==> config.mk <==
export PLATFORM = sky130hd
export DESIGN_NAME = adcseq_top
export DESIGN_NICKNAME = d
export VERILOG_FILES = /design/src/adcseq_pkg.sv /design/src/adcseq_clkdiv.sv /design/src/adcseq_top.sv
export SDC_FILE = /design/constraint.sdc
export NUM_CORES = 1
export LEC_CHECK = 0
export BUFFER_PORTS_ARGS = -buffer_cell sky130_fd_sc_hd__buf_4
export CAP_MARGIN = 25
export CORE_MARGIN = 4
export CORE_UTILIZATION = 32
export CTS_CLUSTER_DIAMETER = 200
export DETAILED_ROUTE_END_ITERATION = 10
export PLACE_DENSITY = 0.46
export SYNTH_ARGS = -nofsm -noshare
export SYNTH_HDL_FRONTEND = slang
export SYNTH_SLANG_ARGS = --single-unit
==> constraint.sdc <==
create_clock -name clk -period 14.1 [get_ports clk]
set_input_delay 2.82 -clock clk [delete_from_list [all_inputs] [get_ports clk]]
set_output_delay 2.82 -clock clk [all_outputs]
set_load 0.01 [all_outputs]
==> src/adcseq_pkg.sv <==
// constants and types shared by the converter sample sequencer
package adcseq_pkg;
	localparam int SYS_CLK_HZ = 40000000;
	localparam int CONV_CLK_HZ = 10000000;
	localparam int CONV_HALF_SYS = SYS_CLK_HZ / (2 * CONV_CLK_HZ);
	localparam real TRIG_DELAY_CLK = 2.5;
	localparam int TRIG_DELAY_HALF = int'(TRIG_DELAY_CLK * 2.0);
	localparam int SH_BASE_CLK = 1;
	localparam int SEQ_PERIOD_BASE_CLK = 2;
	localparam int SIM_PERIOD_BASE_CLK = 3;
	localparam int RES_A_LAT_CLK = 4;
	localparam int RES_B_LAT_CLK = 5;
	localparam int FLAG_DELAY_SYS = 2;
	localparam int PIPE_STAGES = 4;
	localparam int RESULT_W = 12;
	localparam int NUM_CHANNELS = 16;
	localparam int CHAN_W = 4;
	localparam int ACQ_W = 4;
	localparam int ADDR_W = 8;
	localparam int DATA_W = 32;
	localparam logic [7:0] OFS_CTRL = 8'h00;
	localparam logic [7:0] OFS_CHAN = 8'h04;
	localparam logic [7:0] OFS_POWER = 8'h08;
	localparam logic [7:0] OFS_CMD = 8'h0C;
	localparam logic [7:0] OFS_STATUS = 8'h10;
	localparam logic [7:0] OFS_CLEAR = 8'h14;
	localparam logic [7:0] OFS_IRQ_EN = 8'h18;
	localparam logic [7:0] OFS_RES_A = 8'h1C;
	localparam logic [7:0] OFS_RES_B = 8'h20;
	localparam logic [7:0] OFS_STATE = 8'h24;
	localparam int CTRL_MODE_BIT = 0;
	localparam int CTRL_CONT_BIT = 1;
	localparam int CTRL_ACQ_LSB = 8;
	localparam int PWR_EN_BIT = 5;
	localparam int PWR_REF_LSB = 6;
	localparam int CMD_START_BIT = 0;
	localparam int ST_RES_A = 0;
	localparam int ST_RES_B = 1;
	localparam int ST_LOST = 2;
	localparam int ST_W = 3;
	localparam logic [CHAN_W-1:0] CHAN_RST = 4'h0;
	localparam logic [ACQ_W-1:0] ACQ_RST = 4'h0;
	localparam logic [2:0] PWR_RST = 3'h0;
	localparam logic [ST_W-1:0] IRQ_EN_RST = 3'h0;
	typedef enum logic [3:0] {
		ST_IDLE = 4'b0001,
		ST_DELAY = 4'b0010,
		ST_SAMPLE = 4'b0100,
		ST_GAP = 4'b1000
	} adcseq_state_t;
endpackage : adcseq_pkg

==> src/adcseq_clkdiv.sv <==
// half period tick divider for the converter clock
`timescale 1ns/1ps
module adcseq_clkdiv #(
	parameter int HALF = 2
) (
	input wire logic clk,
	input wire logic rst,
	input wire logic restart,
	output logic half_tick
);
	logic [7:0] cnt;
	wire cnt_last = (cnt == 8'(HALF - 1));
	assign half_tick = cnt_last;
	always_ff @(posedge clk or posedge rst) begin
		if (rst) begin
			cnt <= 8'h00;
		end else if (restart || cnt_last) begin
			cnt <= 8'h00;
		end else begin
			cnt <= cnt + 8'h01;
		end
	end
endmodule : adcseq_clkdiv

==> src/adcseq_top.sv <==
// converter sample sequencer with avalon register slave
// Overview of operation
// sixteen inputs in groups A and B, chosen by software channel select
// twelve bit results pass a four stage conversion pipeline
// mode bit 0 gives single channel sampling, 1 gives paired sampling
// pwm event, software start or external start pin begin a sequence
// sequential mode converts one channel per pulse, optionally continuous
// sequential channel captured on sample hold falling edge
// paired mode captures both channels together at the falling edge
// software picks only same index pairs A0/B0 through A7/B7
// sample hold lasts one plus acquisition setting clocks, bits 8 to 11
// sampling starts two and a half converter clocks after the trigger
// sequential result after 4 clocks, then every two plus setting
// paired: A after 4, B after 5, then every three plus setting
// interrupt flags set a few system cycles after result update
// software enables references then power before any conversion
// all latencies except the flag delay counted on the divided converter clock: delay, hold and gap in half periods, results in whole periods
//
// Local design decisions: the placing of the registers and register access over Avalon-MM.
`timescale 1ns/1ps
module adcseq_top import adcseq_pkg::*; #(
	parameter int CONV_HALF = CONV_HALF_SYS,
	parameter int STAGES = PIPE_STAGES
) (
	input wire logic clk,
	input wire logic rst,
	input wire logic [ADDR_W-1:0] avs_address,
	input wire logic avs_read,
	input wire logic avs_write,
	input wire logic [DATA_W-1:0] avs_writedata,
	output logic [DATA_W-1:0] avs_readdata,
	output logic avs_waitrequest,
	input wire logic pwm_trigger,
	input wire logic external_conversion_start,
	input wire logic [RESULT_W-1:0] analog_code_a,
	input wire logic [RESULT_W-1:0] analog_code_b,
	output logic converter_clock,
	output logic sample_hold,
	output logic [CHAN_W-1:0] mux_sel_a,
	output logic [CHAN_W-2:0] mux_sel_b,
	output logic [RESULT_W-1:0] result_a,
	output logic [RESULT_W-1:0] result_b,
	output logic result_a_update,
	output logic result_b_update,
	output logic irq
);
	localparam logic [5:0] DLY_LAST = 6'(TRIG_DELAY_HALF - 1);
	localparam logic [5:0] SH_LAST = 6'(2 * SH_BASE_CLK - 1);
	localparam logic [5:0] SEQ_GAP_LAST =
		6'(2 * (SEQ_PERIOD_BASE_CLK - SH_BASE_CLK) - 1);
	localparam logic [5:0] SIM_GAP_LAST =
		6'(2 * (SIM_PERIOD_BASE_CLK - SH_BASE_CLK) - 1);
	localparam int B_STAGES = STAGES + RES_B_LAT_CLK - RES_A_LAT_CLK;

	adcseq_state_t state;
	adcseq_state_t next_state;
	logic sampling_mode_select;
	logic continuous;
	logic [ACQ_W-1:0] acq_setting;
	logic [CHAN_W-1:0] chan_sel;
	logic [2:0] power_bits;
	logic [ST_W-1:0] status;
	logic [ST_W-1:0] irq_en;
	logic mode_l;
	logic [ACQ_W-1:0] acq_l;
	logic [5:0] ht_cnt;
	logic ext_meta;
	logic ext_sync;
	logic ext_prev;
	logic half_tick;
	logic [RESULT_W-1:0] pa [STAGES];
	logic [STAGES-1:0] pav;
	logic [RESULT_W-1:0] pb [B_STAGES];
	logic [B_STAGES-1:0] pbv;
	logic [FLAG_DELAY_SYS-1:0] dly_a;
	logic [FLAG_DELAY_SYS-1:0] dly_b;

	// bus decode
	wire bus_req = avs_read || avs_write;
	wire take = bus_req && avs_waitrequest;
	wire wr_en = avs_write && !avs_waitrequest;
	wire wr_ctrl = wr_en && (avs_address == OFS_CTRL);
	wire wr_chan = wr_en && (avs_address == OFS_CHAN);
	wire wr_pwr = wr_en && (avs_address == OFS_POWER);
	wire wr_cmd = wr_en && (avs_address == OFS_CMD);
	wire wr_clr = wr_en && (avs_address == OFS_CLEAR);
	wire wr_ien = wr_en && (avs_address == OFS_IRQ_EN);

	// trigger sources and power gating
	wire ext_rise = ext_sync && !ext_prev;
	wire sw_start = wr_cmd && avs_writedata[CMD_START_BIT];
	wire trig_any = pwm_trigger || ext_rise || sw_start;
	wire powered = power_bits[0] && (&power_bits[2:1]);
	wire start_accept = (state == ST_IDLE) && trig_any && powered;
	wire trig_lost = (state != ST_IDLE) && trig_any && powered;

	// half period timing
	wire conv_tick = half_tick && !converter_clock;
	wire [5:0] sh_last_cnt = {1'b0, acq_l, 1'b0} + SH_LAST;
	wire [5:0] gap_last = mode_l ? SIM_GAP_LAST : SEQ_GAP_LAST;
	wire dly_done = half_tick && (ht_cnt == DLY_LAST);
	wire sh_done = half_tick && (ht_cnt == sh_last_cnt);
	wire gap_done = half_tick && (ht_cnt == gap_last);
	wire again = continuous && powered;
	wire capture = (state == ST_SAMPLE) && sh_done;

	// status and interrupt
	wire [ST_W-1:0] set_vec = {trig_lost, dly_b[FLAG_DELAY_SYS-1],
		dly_a[FLAG_DELAY_SYS-1]};
	wire [ST_W-1:0] clr_vec = wr_clr ? avs_writedata[ST_W-1:0] : '0;
	wire [ST_W-1:0] next_status = (status & ~clr_vec) | set_vec;
	wire [ST_W-1:0] next_irq_en =
		wr_ien ? avs_writedata[ST_W-1:0] : irq_en;

	// channel routing, pairs forced to equal index
	wire [CHAN_W-1:0] next_sel_a =
		sampling_mode_select ? {1'b0, chan_sel[2:0]} : chan_sel;
	wire [CHAN_W-2:0] next_sel_b = chan_sel[2:0];

	// read mux
	wire [DATA_W-1:0] ctrl_rd = DATA_W'({acq_setting, 6'h00,
		continuous, sampling_mode_select});
	wire [DATA_W-1:0] rd_mux =
		(avs_address == OFS_CTRL) ? ctrl_rd :
		(avs_address == OFS_CHAN) ? DATA_W'(chan_sel) :
		(avs_address == OFS_POWER) ? DATA_W'({power_bits, 5'h00}) :
		(avs_address == OFS_STATUS) ? DATA_W'(status) :
		(avs_address == OFS_IRQ_EN) ? DATA_W'(irq_en) :
		(avs_address == OFS_RES_A) ? DATA_W'(result_a) :
		(avs_address == OFS_RES_B) ? DATA_W'(result_b) :
		(avs_address == OFS_STATE) ? DATA_W'(state) :
		32'h00000000;

	adcseq_clkdiv #(
		.HALF(CONV_HALF)
	) u_div (
		.clk(clk),
		.rst(rst),
		.restart(start_accept),
		.half_tick(half_tick)
	);

	always_comb begin
		next_state = state;
		unique case (state)
			ST_IDLE: begin
				if (start_accept) next_state = ST_DELAY;
			end
			ST_DELAY: begin
				if (dly_done) next_state = ST_SAMPLE;
			end
			ST_SAMPLE: begin
				if (sh_done) next_state = ST_GAP;
			end
			ST_GAP: begin
				if (gap_done) next_state = again ? ST_SAMPLE : ST_IDLE;
			end
			default: next_state = ST_IDLE;
		endcase
	end

	always_ff @(posedge clk or posedge rst) begin
		if (rst) begin
			state <= ST_IDLE;
			ht_cnt <= 6'h00;
		end else begin
			state <= next_state;
			if (start_accept || (half_tick && next_state != state)) begin
				ht_cnt <= 6'h00;
			end else if (half_tick) begin
				ht_cnt <= ht_cnt + 6'h01;
			end
		end
	end

	always_ff @(posedge clk or posedge rst) begin
		if (rst) begin
			converter_clock <= 1'b0;
		end else if (start_accept) begin
			converter_clock <= 1'b0;
		end else if (half_tick) begin
			converter_clock <= !converter_clock;
		end
	end

	always_ff @(posedge clk or posedge rst) begin
		if (rst) begin
			sample_hold <= 1'b0;
			mux_sel_a <= CHAN_RST;
			mux_sel_b <= 3'h0;
			mode_l <= 1'b0;
			acq_l <= ACQ_RST;
		end else begin
			sample_hold <= (next_state == ST_SAMPLE);
			if (start_accept) begin
				mode_l <= sampling_mode_select;
				acq_l <= acq_setting;
				mux_sel_a <= next_sel_a;
				mux_sel_b <= next_sel_b;
			end
		end
	end

	always_ff @(posedge clk or posedge rst) begin
		if (rst) begin
			ext_meta <= 1'b0;
			ext_sync <= 1'b0;
			ext_prev <= 1'b0;
		end else begin
			ext_meta <= external_conversion_start;
			ext_sync <= ext_meta;
			ext_prev <= ext_sync;
		end
	end

	// conversion pipeline, A path and one stage longer B path
	always_ff @(posedge clk or posedge rst) begin
		if (rst) begin
			pa[0] <= '0;
			pav[0] <= 1'b0;
			pb[0] <= '0;
			pbv[0] <= 1'b0;
		end else if (conv_tick) begin
			pa[0] <= analog_code_a;
			pav[0] <= capture;
			pb[0] <= analog_code_b;
			pbv[0] <= capture && mode_l;
		end
	end

	genvar gi;
	generate
		for (gi = 1; gi < B_STAGES; gi++) begin : g_stage
			always_ff @(posedge clk or posedge rst) begin
				if (rst) begin
					pb[gi] <= '0;
					pbv[gi] <= 1'b0;
				end else if (conv_tick) begin
					pb[gi] <= pb[gi-1];
					pbv[gi] <= pbv[gi-1];
				end
			end
			if (gi < STAGES) begin : g_a
				always_ff @(posedge clk or posedge rst) begin
					if (rst) begin
						pa[gi] <= '0;
						pav[gi] <= 1'b0;
					end else if (conv_tick) begin
						pa[gi] <= pa[gi-1];
						pav[gi] <= pav[gi-1];
					end
				end
			end
		end
	endgenerate

	always_ff @(posedge clk or posedge rst) begin
		if (rst) begin
			result_a <= '0;
			result_b <= '0;
			result_a_update <= 1'b0;
			result_b_update <= 1'b0;
			dly_a <= '0;
			dly_b <= '0;
		end else begin
			result_a_update <= conv_tick && pav[STAGES-1];
			result_b_update <= conv_tick && pbv[B_STAGES-1];
			if (conv_tick && pav[STAGES-1]) result_a <= pa[STAGES-1];
			if (conv_tick && pbv[B_STAGES-1]) result_b <= pb[B_STAGES-1];
			dly_a <= {dly_a[FLAG_DELAY_SYS-2:0], result_a_update};
			dly_b <= {dly_b[FLAG_DELAY_SYS-2:0], result_b_update};
		end
	end

	// register file and avalon slave
	always_ff @(posedge clk or posedge rst) begin
		if (rst) begin
			sampling_mode_select <= 1'b0;
			continuous <= 1'b0;
			acq_setting <= ACQ_RST;
			chan_sel <= CHAN_RST;
			power_bits <= PWR_RST;
			status <= '0;
			irq_en <= IRQ_EN_RST;
			irq <= 1'b0;
		end else begin
			if (wr_ctrl) begin
				sampling_mode_select <= avs_writedata[CTRL_MODE_BIT];
				continuous <= avs_writedata[CTRL_CONT_BIT];
				acq_setting <= avs_writedata[CTRL_ACQ_LSB+:ACQ_W];
			end
			if (wr_chan) chan_sel <= avs_writedata[CHAN_W-1:0];
			if (wr_pwr) power_bits <= avs_writedata[PWR_EN_BIT+:3];
			status <= next_status;
			irq_en <= next_irq_en;
			irq <= |(next_status & next_irq_en);
		end
	end

	always_ff @(posedge clk or posedge rst) begin
		if (rst) begin
			avs_waitrequest <= 1'b1;
			avs_readdata <= '0;
		end else begin
			avs_waitrequest <= !take;
			if (take && avs_read) avs_readdata <= rd_mux;
		end
	end

	// checks
	localparam int DLY_SYS = TRIG_DELAY_HALF * CONV_HALF + 1;
	localparam int RES_A_SYS = 2 * RES_A_LAT_CLK * CONV_HALF;
	localparam int RES_B_SYS = 2 * RES_B_LAT_CLK * CONV_HALF;
	localparam int FLAG_PAST = FLAG_DELAY_SYS + 1;
	logic [11:0] sh_cnt;
	logic [11:0] rise_cnt;
	logic sh_prev;
	wire sh_rise = sample_hold && !sh_prev;
	always_ff @(posedge clk or posedge rst) begin
		if (rst) begin
			sh_cnt <= 12'h000;
			rise_cnt <= 12'h000;
			sh_prev <= 1'b0;
		end else begin
			sh_prev <= sample_hold;
			sh_cnt <= sample_hold ? sh_cnt + 12'h001 : 12'h000;
			rise_cnt <= sh_rise ? 12'h001 : rise_cnt + 12'h001;
		end
	end
endmodule : adcseq_top

Yosys cells after proc, flatten, opt, wreduce, memory -nomap -nowiden
Index checks and enable logic that the tools add are counted.
Storage, ports and cells
  output and inout port bits: 69
  flip-flop bits (word level): 235
Operators by class
  reduce and logical (&&, ||, !) cells: 40
  multiplexer cells: 23
  bitwise gates (word level): 4
  add/subtract/negate cells: 3
  equal/unequal tests: 20
Operators by type and width (count)
  12-bit two-way mux: 7
  8-bit by 5-bit == test with 1-bit output, second input constant: 4
  1-bit logical AND: 26
  4-bit two-way mux: 6
  8-bit by 4-bit == test with 1-bit output, second input constant: 2
  8-bit by 6-bit == test with 1-bit output, second input constant: 2
  4-bit case mux with 4 select lines: 1
  6-bit two-way mux: 2
  3-bit two-way mux: 3
  8-bit by 1-bit adder with 8-bit output, second input constant: 1
  4-bit by 3-bit == test with 1-bit output, second input constant: 2
  8-bit by 1-bit == test with 1-bit output, second input constant: 1
  8-bit by 3-bit == test with 1-bit output, second input constant: 1
  8-bit zero test: 1
  8-bit two-way mux: 1
  5-bit by 1-bit adder with 6-bit output, second input constant: 1
  6-bit by 1-bit adder with 6-bit output, second input constant: 1
  3-bit bitwise AND: 2
  6-bit by 2-bit == test with 1-bit output: 1
  6-bit by 3-bit == test with 1-bit output, second input constant: 1
  6-bit == test: 1
  1-bit logical OR: 5
  4-bit by 1-bit == test with 1-bit output, second input constant: 1
  4-bit by 2-bit == test with 1-bit output, second input constant: 1
  11 further kinds: 16

Longest topological paths before layout
Gate-level depths: netlist of run 1.
  word-level depth: 13
  mapped depth: 9
  gate-level depth less buffers: 8

Hierarchy
A second synthesis of run 1 with hierarchy kept.
Second synthesis, totals
  cell total of the unflattened synthesis: 905
  area total of the unflattened synthesis: 8932.3 um^2
Modules (own cells, without submodules)
  adcseq_top: area each 8520.7 um^2, cells an instance 865, instances 1, seq. area each 5107.4 um^2
  adcseq_clkdiv: area each 411.6 um^2, cells an instance 40, instances 1, seq. area each 200.2 um^2

Worst setup path before layout of run 1
No wires, ideal clock.
  path type: input -> register
  from: in avs_address[7]
  to: reg irq
  cell stages on the path: 6
  path buffers: 0
  library setup time: 0.126 ns
  arrival: 4.438 ns
  setup slack: 9.536 ns
  cell sequence: nor4b_2 > and2_1 > and3_1 > mux2_1 > and2_0 > a221o_1
Between the ends
  elaborated cells between the ends (all ways): 17
RTL lines
  from (decl): RTL line adcseq_top.sv:27  | input wire logic [ADDR_W-1:0] avs_address,
  8-bit by 5-bit == test with 1-bit output: RTL line adcseq_top.sv:87  | wire wr_ien = wr_en && (avs_address == OFS_IRQ_EN);
  1-bit logical AND: RTL line adcseq_top.sv:87
  3-bit two-way mux: RTL line adcseq_top.sv:113  | wr_ien ? avs_writedata[ST_W-1:0] : irq_en;
  via next_irq_en[1]: RTL line adcseq_top.sv:112  | wire [ST_W-1:0] next_irq_en =
  3-bit bitwise AND: RTL line adcseq_top.sv:296  | irq <= |(next_status & next_irq_en);
  3-bit OR reduction: RTL line adcseq_top.sv:296
  to (signal assigned): RTL line adcseq_top.sv:296
  to (decl): RTL line adcseq_top.sv:45  | output logic irq
The timed path passes the listed nets, and every way through them passes these cells.
A chain may end at the register's enable or synchronous reset.

Worst setup path in the final report of run 1
  from: in avs_address[2]
  to: reg ht_cnt[0]
Between the ends
  longest elaborated chain between the ends: 12
  elaborated cells between the ends (all ways): 13
Ends and longest elaborated chain
  8-bit by 4-bit == test with 1-bit output (*): RTL line adcseq_top.sv:85  | wire wr_cmd = wr_en && (avs_address == OFS_CMD);
  1-bit logical AND (*): RTL line adcseq_top.sv:85
  1-bit logical AND (*): RTL line adcseq_top.sv:91  | wire sw_start = wr_cmd && avs_writedata[CMD_START_BIT];
  1-bit logical OR (*): RTL line adcseq_top.sv:92  | wire trig_any = pwm_trigger || ext_rise || sw_start;
  1-bit logical AND (*) (2 in series): RTL line adcseq_top.sv:94  | wire start_accept = (state == ST_IDLE) && trig_any && powered;
  4-bit two-way mux: RTL line adcseq_top.sv:147  | if (start_accept) next_state = ST_DELAY;
  4-bit case mux with 4 select lines: RTL line adcseq_top.sv:145  | unique case (state)
  4-bit inequality test: RTL line adcseq_top.sv:168  | if (start_accept || (half_tick && next_state != state)) begin
  1-bit logical AND: RTL line adcseq_top.sv:168
  1-bit logical OR (*): RTL line adcseq_top.sv:168
  6-bit two-way mux / 2-bit nonzero test (equally long branches)
  to (signal assigned): RTL line adcseq_top.sv:171  | ht_cnt <= ht_cnt + 6'h01;
  to (decl): RTL line adcseq_top.sv:66  | logic [5:0] ht_cnt;
Every way passes the cells marked *; elsewhere a longest branch is shown, timed or not.

==> metrics.md, run 1 <==
| Metric | Value |
|---|---|
| Layout cells sized above 1 | around 18% |
| Max-Cap Viols | 0 |
| Setup TNS | 0 ns |
| Sink Count | around 210 |
| Worst path required time | about 15 ns |
| Top area cells in the synthesized netlist | dfrtp_1 (59%), nand2_1 (16%), mux2_1 (4.1%), mux2_2 (2.1%), buf_4 (2.0%) |
| Slowest CP cell | o21ai_2 |
| Avg Cell Area, Syn | around 10 sq um |
| Cell row count | between 60 and 70 |
| Fin. Hold Viols | 0 |
| Clock slew at reported path FFs | around 0.060 ns |
| Worst Hold Path EP | dly_b[1]$_DFF_PP0_ |
| Setup Buffers After CTS | 0 |
| Critical path peak fanout | 17 |
| CP Capture Type | flip-flop |
| Worst slew margin | between 20% and 30% |
| Post-synth ARST share | 100% |
| Reg2reg end | ht_cnt[0]$_DFFE_PP0P_ |
| Leakage | approximately 5.5 nW |
| Netlist Area Pre-Place | around 9000 sq um |
| Most common flop cell mapped by yosys | dfrtp_1 |
| P per Cell Area | between 100 and 150 nW/um^2 |
| Vias in the first global route | around 6.2k |
| CTS tree | built |
| Share of the synthesized area in the top cell type | between 50% and 60% |
| First-pass GRT wire length | around 35000 um |
| CTS buffer count | 25 |
| Distinct cells, synth | 64 |
| Io pins | between 100 and 150 |
| Final WS setup | between 9 and 10 ns |
| Die height | approximately 180 um |
| Combinational power share | under 10% |
| Yosys reg bits | roughly 210 |
| Min Tclk post-route | approximately 4.8 ns |
| Number of flops mapped to enable cells by yosys | 0 |
| Routed length per instance | 15.2 um |
| Crit-path cells | buf_4 > nor3b_1 > and4_1 > o21ai_2 > nand4_1 > nor4_2 > mux2_2 |
| Port Buffer Count | just under 100 |
| Reg2reg path depth | 6 |
| Post-CTS Hold Fix Bufs | 0 |
| Share of power burned in registers | between 40% and 50% |
| Core footprint | ~28000 sq um |
| Internal | between 0.001 and 0.0015 W |
| Detailed-route vias per instance | around 4.4 |
| FF-to-FF Start | avs_waitrequest$_DFF_PP1_ |
| Worst Clk Skew | 0.00616 ns |
| Layout area overhead | 21.6% |
| Initial antenna violation count | 0 |
| Routability cong. | around 0.82 |
| Sw Pwr | just under 0.0003 W |
| Synth area leader | dfrtp_1 |
| Worst Setup Start Kind | input port |
| Share of the yosys chip area belonging to registers | between 50% and 60% |
| Die W | 175 um |
| Post-cts sizing count | 0 |
| Fillers | about 2.8k |
| Die ar. | between 30000 and 40000 sq um |
| Status | completed |
| Clock buffer depth | 3 |
| Total grt overflow | 0 |
| Initial Util | around a third |
| Drt pass-1 iters | 4 |
| Vias | 6134 |
| Routed WL | roughly 21000 um |
| Data arrival, critical path | about 5.3 ns |
| Worst Tran Pin Value | ~1.0 ns |
| Slew Limit Fails | 0 |
| Antenna Violating Nets Remaining | 0 |
| RSZ-0062 raised after global routing | no |
| Dpl hpwl | around 14000 um |
| Hold Crit Start | dly_b[0]$_DFF_PP0_ |
| Iteration-0 DRC Markers | around 400 |
| Clk Latency, worst-skew pair | around 0.52 ns |
| Maximum vdd ir drop | approximately 0.000075 V |
| Layout Nets | 1058 |
| CP max stage delay | ~0.75 ns |
| DRC | 0 |
| Clock share of power | between 40% and 50% |
| Yosys warns | 0 |
| Post-Syn Instances | 896 |
| CTS Root Cell | clkbuf_16 |
| Period utilization | between 30% and 40% |
| HP Class | flip-flop to flip-flop |
| Switching share of power | about 22% |
| Post-place setup slack | slightly below 9 ns |
| GRT Total Usage | between 10% and 20% |
| Ant diodes | 0 |
| Most frequent cell after synthesis | nand2_1 |
| Setup violators final | 0 |
| Hold path depth | 0 |
| H-tree Lvls | 1 |
| Commonest cells post-synth | nand2_1 (381), dfrtp_1 (210), mux2_1 (33) |
| Reg2Reg Setup Slack | 11.10 ns |
| Max Fclk | between 0.2 and 0.25 GHz |
| Largest net degree at the start of global routing | about 140 |
| Class of the most critical setup path | input port to flip-flop |
how the worst max path moves through the flow:
| stage | start | end | slack [ns] | depth (start not counted) |
|---|---|---|---|---|
| 3_5_place_dp | avs_address[2] | ht_cnt[0]$_DFFE_PP0P_ | 8.67 | 7 |
| 6_report | avs_address[2] | ht_cnt[0]$_DFFE_PP0P_ | 9.26 | 7 |
| 3_3_place_gp | avs_address[2] | ht_cnt[0]$_DFFE_PP0P_ | 8.69 | 7 |
| 5_1_grt | avs_address[2] | ht_cnt[0]$_DFFE_PP0P_ | 9.08 | 7 |
| 2_1_floorplan | rst | acq_l[0]$_DFFE_PP0P_ | 5.49 | 1 |
| 4_1_cts | avs_writedata[0] | ht_cnt[0]$_DFFE_PP0P_ | 9.27 | 7 |
metal layers:
layer | GRT usage [%] | vias up | wire length, um
met5 | 0 | - | 0
met4 | 3.74 | 0 | 503
met3 | 2.30 | 33 | 770
met2 | 21.6 | 122 | 9570
met1 | 19.5 | 2891 | 10200
li1 | - | 3088 | -
layout make-up:
class                      instances  area (sq um)  share of cell area (%)
tap                              378           473                    4.34
clock buffer                      39           768                    7.05
timing repair buffer             103           833                    7.64
multi-input combinational        631          3370                    30.9
sequential                       212          5310                    48.7
inverter                          11          48.8                   0.448
clock inverter                     7           100                   0.918
power groups by stage:
stage	registers, W	clock network [W]	logic, W
floorplan	0.000647	0	0.0000355
global placement	0.000650	0	0.0000539
detailed placement	0.000650	0	0.0000552
CTS	0.000639	0.000684	0.0000555
global route	0.000642	0.000708	0.0000636
finish	0.000639	0.000663	0.0000547
cell usage in the layout, fill, tap and decap left out, types with 10 or more instances in the layout:
| master | instances |
|---|---|
| nor2_1 | 20 |
| inv_1 | 10 |
| nand2_1 | 381 |
| o21ai_1 | 12 |
| mux2_1 | 33 |
| clkbuf_16 | 25 |
| a22oi_1 | 12 |
| nand3_1 | 12 |
| mux2_2 | 17 |
| buf_4 | 100 |
| conb_1 | 20 |
| dfrtp_1 | 210 |
registers in the layout, summed over array words and instances, names as in the netlist, 5 cells and up:
| register | count |
|---|---|
| result_a | 12 |
| pb | 60 |
| ht_cnt | 6 |
| u_div.cnt | 8 |
| pbv | 5 |
| pa | 48 |
| avs_readdata | 12 |
| result_b | 12 |
metrics by stage:
step           util, %  hold WS, ns  std cells  power (W)  area, sq um
4_1_cts           39.3        0.354       1380    0.00138        10900
2_1_floorplan        -        0.331        915   0.000683         9040
3_5_place_dp      36.1        0.339       1334   0.000705        10000
3_3_place_gp      35.9        0.333       1332   0.000704         9950
5_1_grt           39.4        0.361       1381    0.00141        10900
6_report          39.4        0.351       1381    0.00136        10900
critical path: cells and delay by family:
family	cells	cell delay, ns
multiplexers	1	0.22
AO/OA/AOI/OAI	1	0.75
buffers and inverters	1	0.14
AND/OR/NAND/NOR	4	1.36
logic make-up (layout without fill, tap and decap cells):
| kind of cell | after synthesis | in the layout | share of synthesized area [%] |
|---|---|---|---|
| fa+ha+maj | 4 | 4 | 0.558 |
| compound gates | 73 | 73 | 6.25 |
| buf+inv | 72 | 160 | 4.19 |
| simple gates | 471 | 471 | 22.2 |
| xor+xnor | 12 | 12 | 1.17 |
| flops | 212 | 212 | 59.2 |
| other cells | 1 | 20 | 0.0418 |
| mux | 51 | 51 | 6.39 |
Note: power is estimated with default switching activity, not from simulation.
==> inputs of run 2 (changes only) <==
--- a/config.mk
+++ b/config.mk
@@ -11,7 +11,7 @@
 export CORE_UTILIZATION = 32
 export CTS_CLUSTER_DIAMETER = 200
 export DETAILED_ROUTE_END_ITERATION = 10
-export PLACE_DENSITY = 0.46
+export PLACE_DENSITY = 0.48
 export SYNTH_ARGS = -nofsm -noshare
 export SYNTH_HDL_FRONTEND = slang
 export SYNTH_SLANG_ARGS = --single-unit
==> constraint.sdc (replaced) <==
create_clock -name clk -period 4 [get_ports clk]
set_input_delay 0.8 -clock clk [delete_from_list [all_inputs] [get_ports clk]]
set_output_delay 0.8 -clock clk [all_outputs]
set_load 0.01 [all_outputs]
==> metrics.md, run 2 (synthesis results as in run 1) <==
| Metric | Value |
|---|---|
| Min Tclk post-route | 2.58 ns |
| Post-CTS Hold Fix Bufs | 0 (unchanged) |
| Sink Count | 212 (unchanged) |
| Fillers | 2801 (-0.88%) |
| Port Buffer Count | 97 (unchanged) |
| Met1 usage | 19.6% (about the same) |
| HP Class | input port to async pin |
| CTS buffer count | 24 (-4.0%) |
| Cell row count | 61 (unchanged) |
| Multi-input gate area | 3370 sq um (unchanged) |
| M2 GR Usage | 21.9% (+0.37 points) |
| Met3 usage | 2.30% (unchanged) |
| Post-cts sizing count | 0 (unchanged) |
| Ant diodes | 0 (unchanged) |
| Io pins | 139 (unchanged) |
| Gr busiest metal | met2 |
| Clk Latency, worst-skew pair | 0.51 ns (about the same) |
| Die W | 175 um (unchanged) |
| Layout cells sized above 1 | 17.9% (+0.20 points) |
| CP Capture Type | flip-flop |
| Routability cong. | 0.791 (-3.8%) |
| Worst path required time | 4.38 ns (-10.19 ns) |
| Vias in the first global route | 6178 (+0.097%) |
| Crit path launch | u_div.cnt[1]$_DFF_PP0_ |
| Data arrival, critical path | 2.97 ns (-2.34 ns) |
| Dpl hpwl | 14400 um (+2.1%) |
| Commonest non-fill, non-tap cell in the layout | nand2_1 |
| Maximum vdd ir drop | 0.000206 V (+170%) |
| Register Area | 5310 sq um (unchanged) |
| Drt pass-1 iters | 4 (unchanged) |
| GRT Total Usage | 13.6% (-0.049 points) |
| First-pass GRT wire length | 34500 um (-0.12%) |
| Total grt overflow | 0 (unchanged) |
| Max-Cap Viols | 0 (unchanged) |
| Core footprint | 27700 sq um (unchanged) |
| H-tree Lvls | 1 (unchanged) |
| Layout area overhead | 21.4% |
| Routed length per instance | 15.2 um (-0.37%) |
| Setup violators final | 0 (unchanged) |
| Worst slew margin | 43.6% (+14 points) |
| Worst Setup Start Kind | flip-flop |
| Max Fclk | 0.387 GHz |
| Largest reg by FF count | pb |
| Final non-filler cell total | 1381 (unchanged) |
| Worst Clk Skew | 0.0160 ns (+0.00981 ns) |
| Antenna Violating Nets Remaining | 0 (unchanged) |
| Class of the most critical setup path | flip-flop to flip-flop |
| Util after Layout | 39.3% (-0.063 points) |
| Slew Limit Fails | 0 (unchanged) |
| Setup TNS | 0 ns (unchanged) |
| Leakage | 5.54 nW (-0.10%) |
| Period utilization | between 60% and 70% |
| DRC | 0 (unchanged) |
| Die ar. | 30800 sq um (unchanged) |
| Worst Tran Pin Value | 0.845 ns (-0.203 ns) |
| Initial Util | 32.4% (unchanged) |
| Routed WL | 20900 um (-0.37%) |
| Critical path peak fanout | 61 (+44) |
| Largest regs | pb x60, pa x48 |
| CTS Root Cell | clkbuf_16 |
| Total power | 0.00471 W (+250%) |
| Most frequent cells in the layout | nand2_1 (381), dfrtp_1 (210), buf_4 (105) |
| FF-to-FF Start | u_div.cnt[1]$_DFF_PP0_ |
| Largest register FFs | 60 (unchanged) |
| Placed Cells | 1340 (+0.45%) |
| Setup Buffers After CTS | 0 (unchanged) |
| Reg2Reg Setup Slack | 1.42 ns (-9.68 ns) |
| Initial antenna violation count | 0 (unchanged) |
| P per Cell Area | 432 nW/um^2 (+250%) |
| Largest net degree at the start of global routing | 84 (-38%) |
| Layout Nets | 1063 (+0.47%) |
| RSZ-0062 raised after global routing | no |
| Iteration-0 DRC Markers | 461 (+17%) |
| Status | completed |
| Fin. Hold Viols | 0 (unchanged) |
| Detailed-route vias per instance | 4.49 (+1.1%) |
| CTS tree | built |
| Clock slew at reported path FFs | 0.06 ns (about the same) |
| Reg2reg end | pa[37]$_DFFE_PP0P_ |
| Vias | 6200 (+1.1%) |
| Reg2reg path depth | 8 (+2) |
| Clock buffer depth | 3 (unchanged) |
| Die height | 175 um (unchanged) |
-- run 2: changes by cell type in the layout (fill, tap and decap cells not counted), sizes merged --
cell / before / now
buf: 103 / 109
bufinv: 2 / 3
clkbuf: 39 / 33
clkinvlp: 0 / 1
inv: 12 / 10
-- run 2: power by group --
| group | internal (W) | leakage [nW] | switching, W |
|---|---|---|---|
| clock network | 0.00142 | 0.406 | 0.000840 |
| registers | 0.00221 | 2.68 | 0.0000398 |
| logic | 0.0000789 | 2.45 | 0.000117 |
-- run 2: through the flow --
| stage | hold WS [ns] | area, sq um | setup slack, ns |
|---|---|---|---|
| global route | 0.170 | 10900 | 1.16 |
| CTS | 0.352 | 10900 | 1.37 |
| floorplan | 0.331 | 9040 | 0.445 |
| detailed placement | 0.336 | 10000 | 1.03 |
| finish | 0.188 | 10900 | 1.42 |
| global placement | 0.332 | 10000 | 1.05 |
-- run 2: layout make-up --
type,count,area share (%)
clock inverter,7,1.05
inverter,11,0.414
sequential,212,48.8
tap,378,4.34
clock buffer,33,6.48
multi-input combinational,631,31.0
timing repair buffer,109,7.98
-- run 2: how the worst max path moves through the flow --
stage | to | slack [ns] | depth (start not counted)
global placement | irq$_DFF_PP0_ | 1.05 | 7
global route | pa[37]$_DFFE_PP0P_ | 1.16 | 8
finish | pa[37]$_DFFE_PP0P_ | 1.42 | 8
detailed placement | irq$_DFF_PP0_ | 1.03 | 7
CTS | pa[37]$_DFFE_PP0P_ | 1.37 | 8
floorplan | acq_l[0]$_DFFE_PP0P_ | 0.45 | 1
-- run 2: critical path: stages (launching register included) --
cell	delay [ns]
dfrtp_1	0.41
inv_1	0.07
ha_1	0.14
nor3b_1	0.32
and2_1	0.34
nand2b_4	0.43
buf_4	0.50
nand2_1	0.15
nand2_1	0.06
-- run 2: layer usage --
| layer | vias to the layer above | part of all wire, % |
|---|---|---|
| met5 | - | 0 |
| met4 | 0 | 1.5 |
| met3 | 23 | 3.8 |
| met2 | 95 | 47 |
| met1 | 2982 | 48 |
| li1 | 3100 | - |
==> inputs of run 3 (changes only) <==
==> constraint.sdc (replaced) <==
create_clock -name clk -period 2.2 [get_ports clk]
set_input_delay 0.44 -clock clk [delete_from_list [all_inputs] [get_ports clk]]
set_output_delay 0.44 -clock clk [all_outputs]
set_load 0.01 [all_outputs]
==> metrics.md, run 3 (synthesis results as in run 1) <==
| Metric | Value |
|---|---|
| Placed cell areas | 10600 sq um (+5.1%) |
| Worst Clk Skew | 0.0130 ns (-0.00300 ns) |
| Clock buffer depth | 3 (unchanged) |
| H-tree Lvls | 1 (unchanged) |
| Worst Tran Pin Value | 0.556 ns (-0.289 ns) |
| CP Capture Type | flip-flop |
| Max-Cap Viols | 0 (unchanged) |
| Final WS setup | -0.0792 ns (-1.50 ns) |
| Layout cells sized above 1 | 23.1% (+5.1 points) |
| Core footprint | 27700 sq um (unchanged) |
| Total grt overflow | 0 (unchanged) |
| Util after Layout | 41.3% (+2.1 points) |
| Leakage | 5.89 nW (+6.4%) |
| Period utilization | 104% (+39 points) |
| Largest register FFs | 60 (unchanged) |
| Vias in the first global route | 6635 (+7.4%) |
| Routed WL | 21900 um (+4.6%) |
| Detailed-route vias per instance | 4.40 (-1.9%) |
| Post-place setup slack | -0.115 ns (-1.15 ns) |
| Placed Cells | 1400 (+4.5%) |
| RSZ-0062 raised after global routing | yes |
| Port Buffer Count | 97 (unchanged) |
| CTS tree | built |
| Routed length per instance | 15.2 um (about the same) |
| Failing checks | negative setup slack |
| Initial Util | 32.4% (unchanged) |
| Worst Setup Start Kind | flip-flop |
| Post-route cell area | 11500 sq um (+5.2%) |
| Fillers | 2754 (-1.7%) |
| Io pins | 139 (unchanged) |
| Largest regs | pb x60, pa x48 |
| Status | finished, violations left |
| Worst path required time | 2.59 ns (-1.79 ns) |
| Maximum vdd ir drop | 0.000369 V (+80%) |
| Fin. Hold Viols | 0 (unchanged) |
| Final non-filler cell total | 1445 (+4.6%) |
| GRT Total Usage | 14.2% (+0.63 points) |
| Min Tclk post-route | 2.28 ns (-0.305 ns) |
| CTS Root Cell | clkbuf_16 |
| CTS buffer count | 24 (unchanged) |
| Layout Nets | 1123 (+5.6%) |
| Data arrival, critical path | 2.67 ns (-0.30 ns) |
| Largest reg by FF count | pb |
| Antenna Violating Nets Remaining | 0 (unchanged) |
| Vias | 6362 (+2.6%) |
| Class of the most critical setup path | flip-flop to flip-flop |
| Commonest non-fill, non-tap cell in the layout | nand2_1 |
| Largest net degree at the start of global routing | 86 (+2.4%) |
| Worst slew margin | 62.9% (+19 points) |
| Clk Latency, worst-skew pair | 0.51 ns (about the same) |
| Ant diodes | 0 (unchanged) |
| Die W | 175 um (unchanged) |
| Critical path peak fanout | 6 (-90%) |
| Setup violators final | 5 (+5) |
| DRC | 0 (unchanged) |
| Layout area overhead | 27.7% |
| Most frequent cells in the layout | nand2_1 (381), dfrtp_1 (210), buf_4 (160) |
| Initial antenna violation count | 0 (unchanged) |
| Max Fclk | 0.439 GHz (+13%) |
| Slew Limit Fails | 0 (unchanged) |
| Iteration-0 DRC Markers | 377 (-18%) |
| Reg2reg path depth | 6 (-2) |
| First-pass GRT wire length | 36000 um (+4.3%) |
| Drt pass-1 iters | 4 (unchanged) |
| Routability cong. | 0.808 (+2.2%) |
| Dpl hpwl | 15400 um (+7.0%) |
| HP Class | input port to flip-flop |
| Die height | 175 um (unchanged) |
| Clock slew at reported path FFs | 0.06 ns (about the same) |
| Hold path depth | 1 |
| Total power | 0.00865 W (+84%) |
| Die ar. | 30800 sq um (unchanged) |
| Cell row count | 61 (unchanged) |
| Sink Count | 212 (unchanged) |
| P per Cell Area | 755 nW/um^2 (+75%) |
[run 3: routing by layer]
metal,share of wire [%],global-route usage [%],routed length (um)
met5,0,0,0
met4,1.3,3.02,282
met3,3.3,2.26,733
met2,48,23.5,10500
met1,47,20.0,10300
[run 3: power breakdown]
group          switching [W]  internal, W  leakage, nW  total (W)
clock                0.00157      0.00259        0.428    0.00416
sequential         0.0000689      0.00402         2.68    0.00409
combinational       0.000225     0.000166         2.79   0.000391
total                0.00187      0.00678         5.89    0.00865
[run 3: worst paths after layout]
check / from / to / slack (ns)
setup / recovery: state[0]$_DFF_PP1_ / ht_cnt[3]$_DFFE_PP0P_ / -0.08
hold / removal: external_conversion_start / ext_meta$_DFF_PP0_ / 0.04
setup reg to reg: state[0]$_DFF_PP1_ / ht_cnt[3]$_DFFE_PP0P_ / -0.08
hold reg to reg: dly_a[0]$_DFF_PP0_ / dly_a[1]$_DFF_PP0_ / 0.35
max in group asynchronous: rst / dly_b[0]$_DFF_PP0_ / 1.01
min in group asynchronous: rst / acq_setting[0]$_DFFE_PP0P_ / 0.55
[run 3: what timing repair did]
item	CTS	global route
setup endpoints to repair	6	6
endpoints found under the hold margin	12	0
hold buffers	1	0
pin swaps	0	1
setup buffers	0	0
gates resized for setup	4	2
[run 3: final cells by class]
cell class / count / area, sq um / share of cell area, %
well taps: 378 / 473 / 4.13
inverters: 11 / 45.0 / 0.393
multi-input cells: 631 / 3400 / 29.7
clock inverters: 4 / 56.3 / 0.491
repair buffers: 169 / 1370 / 12.0
clock buffers: 40 / 801 / 6.99
flip-flops and latches: 212 / 5310 / 46.3
[run 3: through the flow]
step	hold slack, ns	setup TNS, ns
2_1_floorplan	0.331	-209.66
3_3_place_gp	0.336	-0.272
3_5_place_dp	0.341	-0.322
4_1_cts	0.0220	-0.152
5_1_grt	0.0227	-0.640
6_report	0.0446	-0.225
[run 3: worst max-delay path, cell delays in order (launching register included)]
cell and delay (ns):
dfstp_2 0.37, or4b_4 0.53, or3_4 0.35, o32ai_4 0.26
a2bb2oi_4 0.29, nor3_4 0.07, a221o_1 0.29
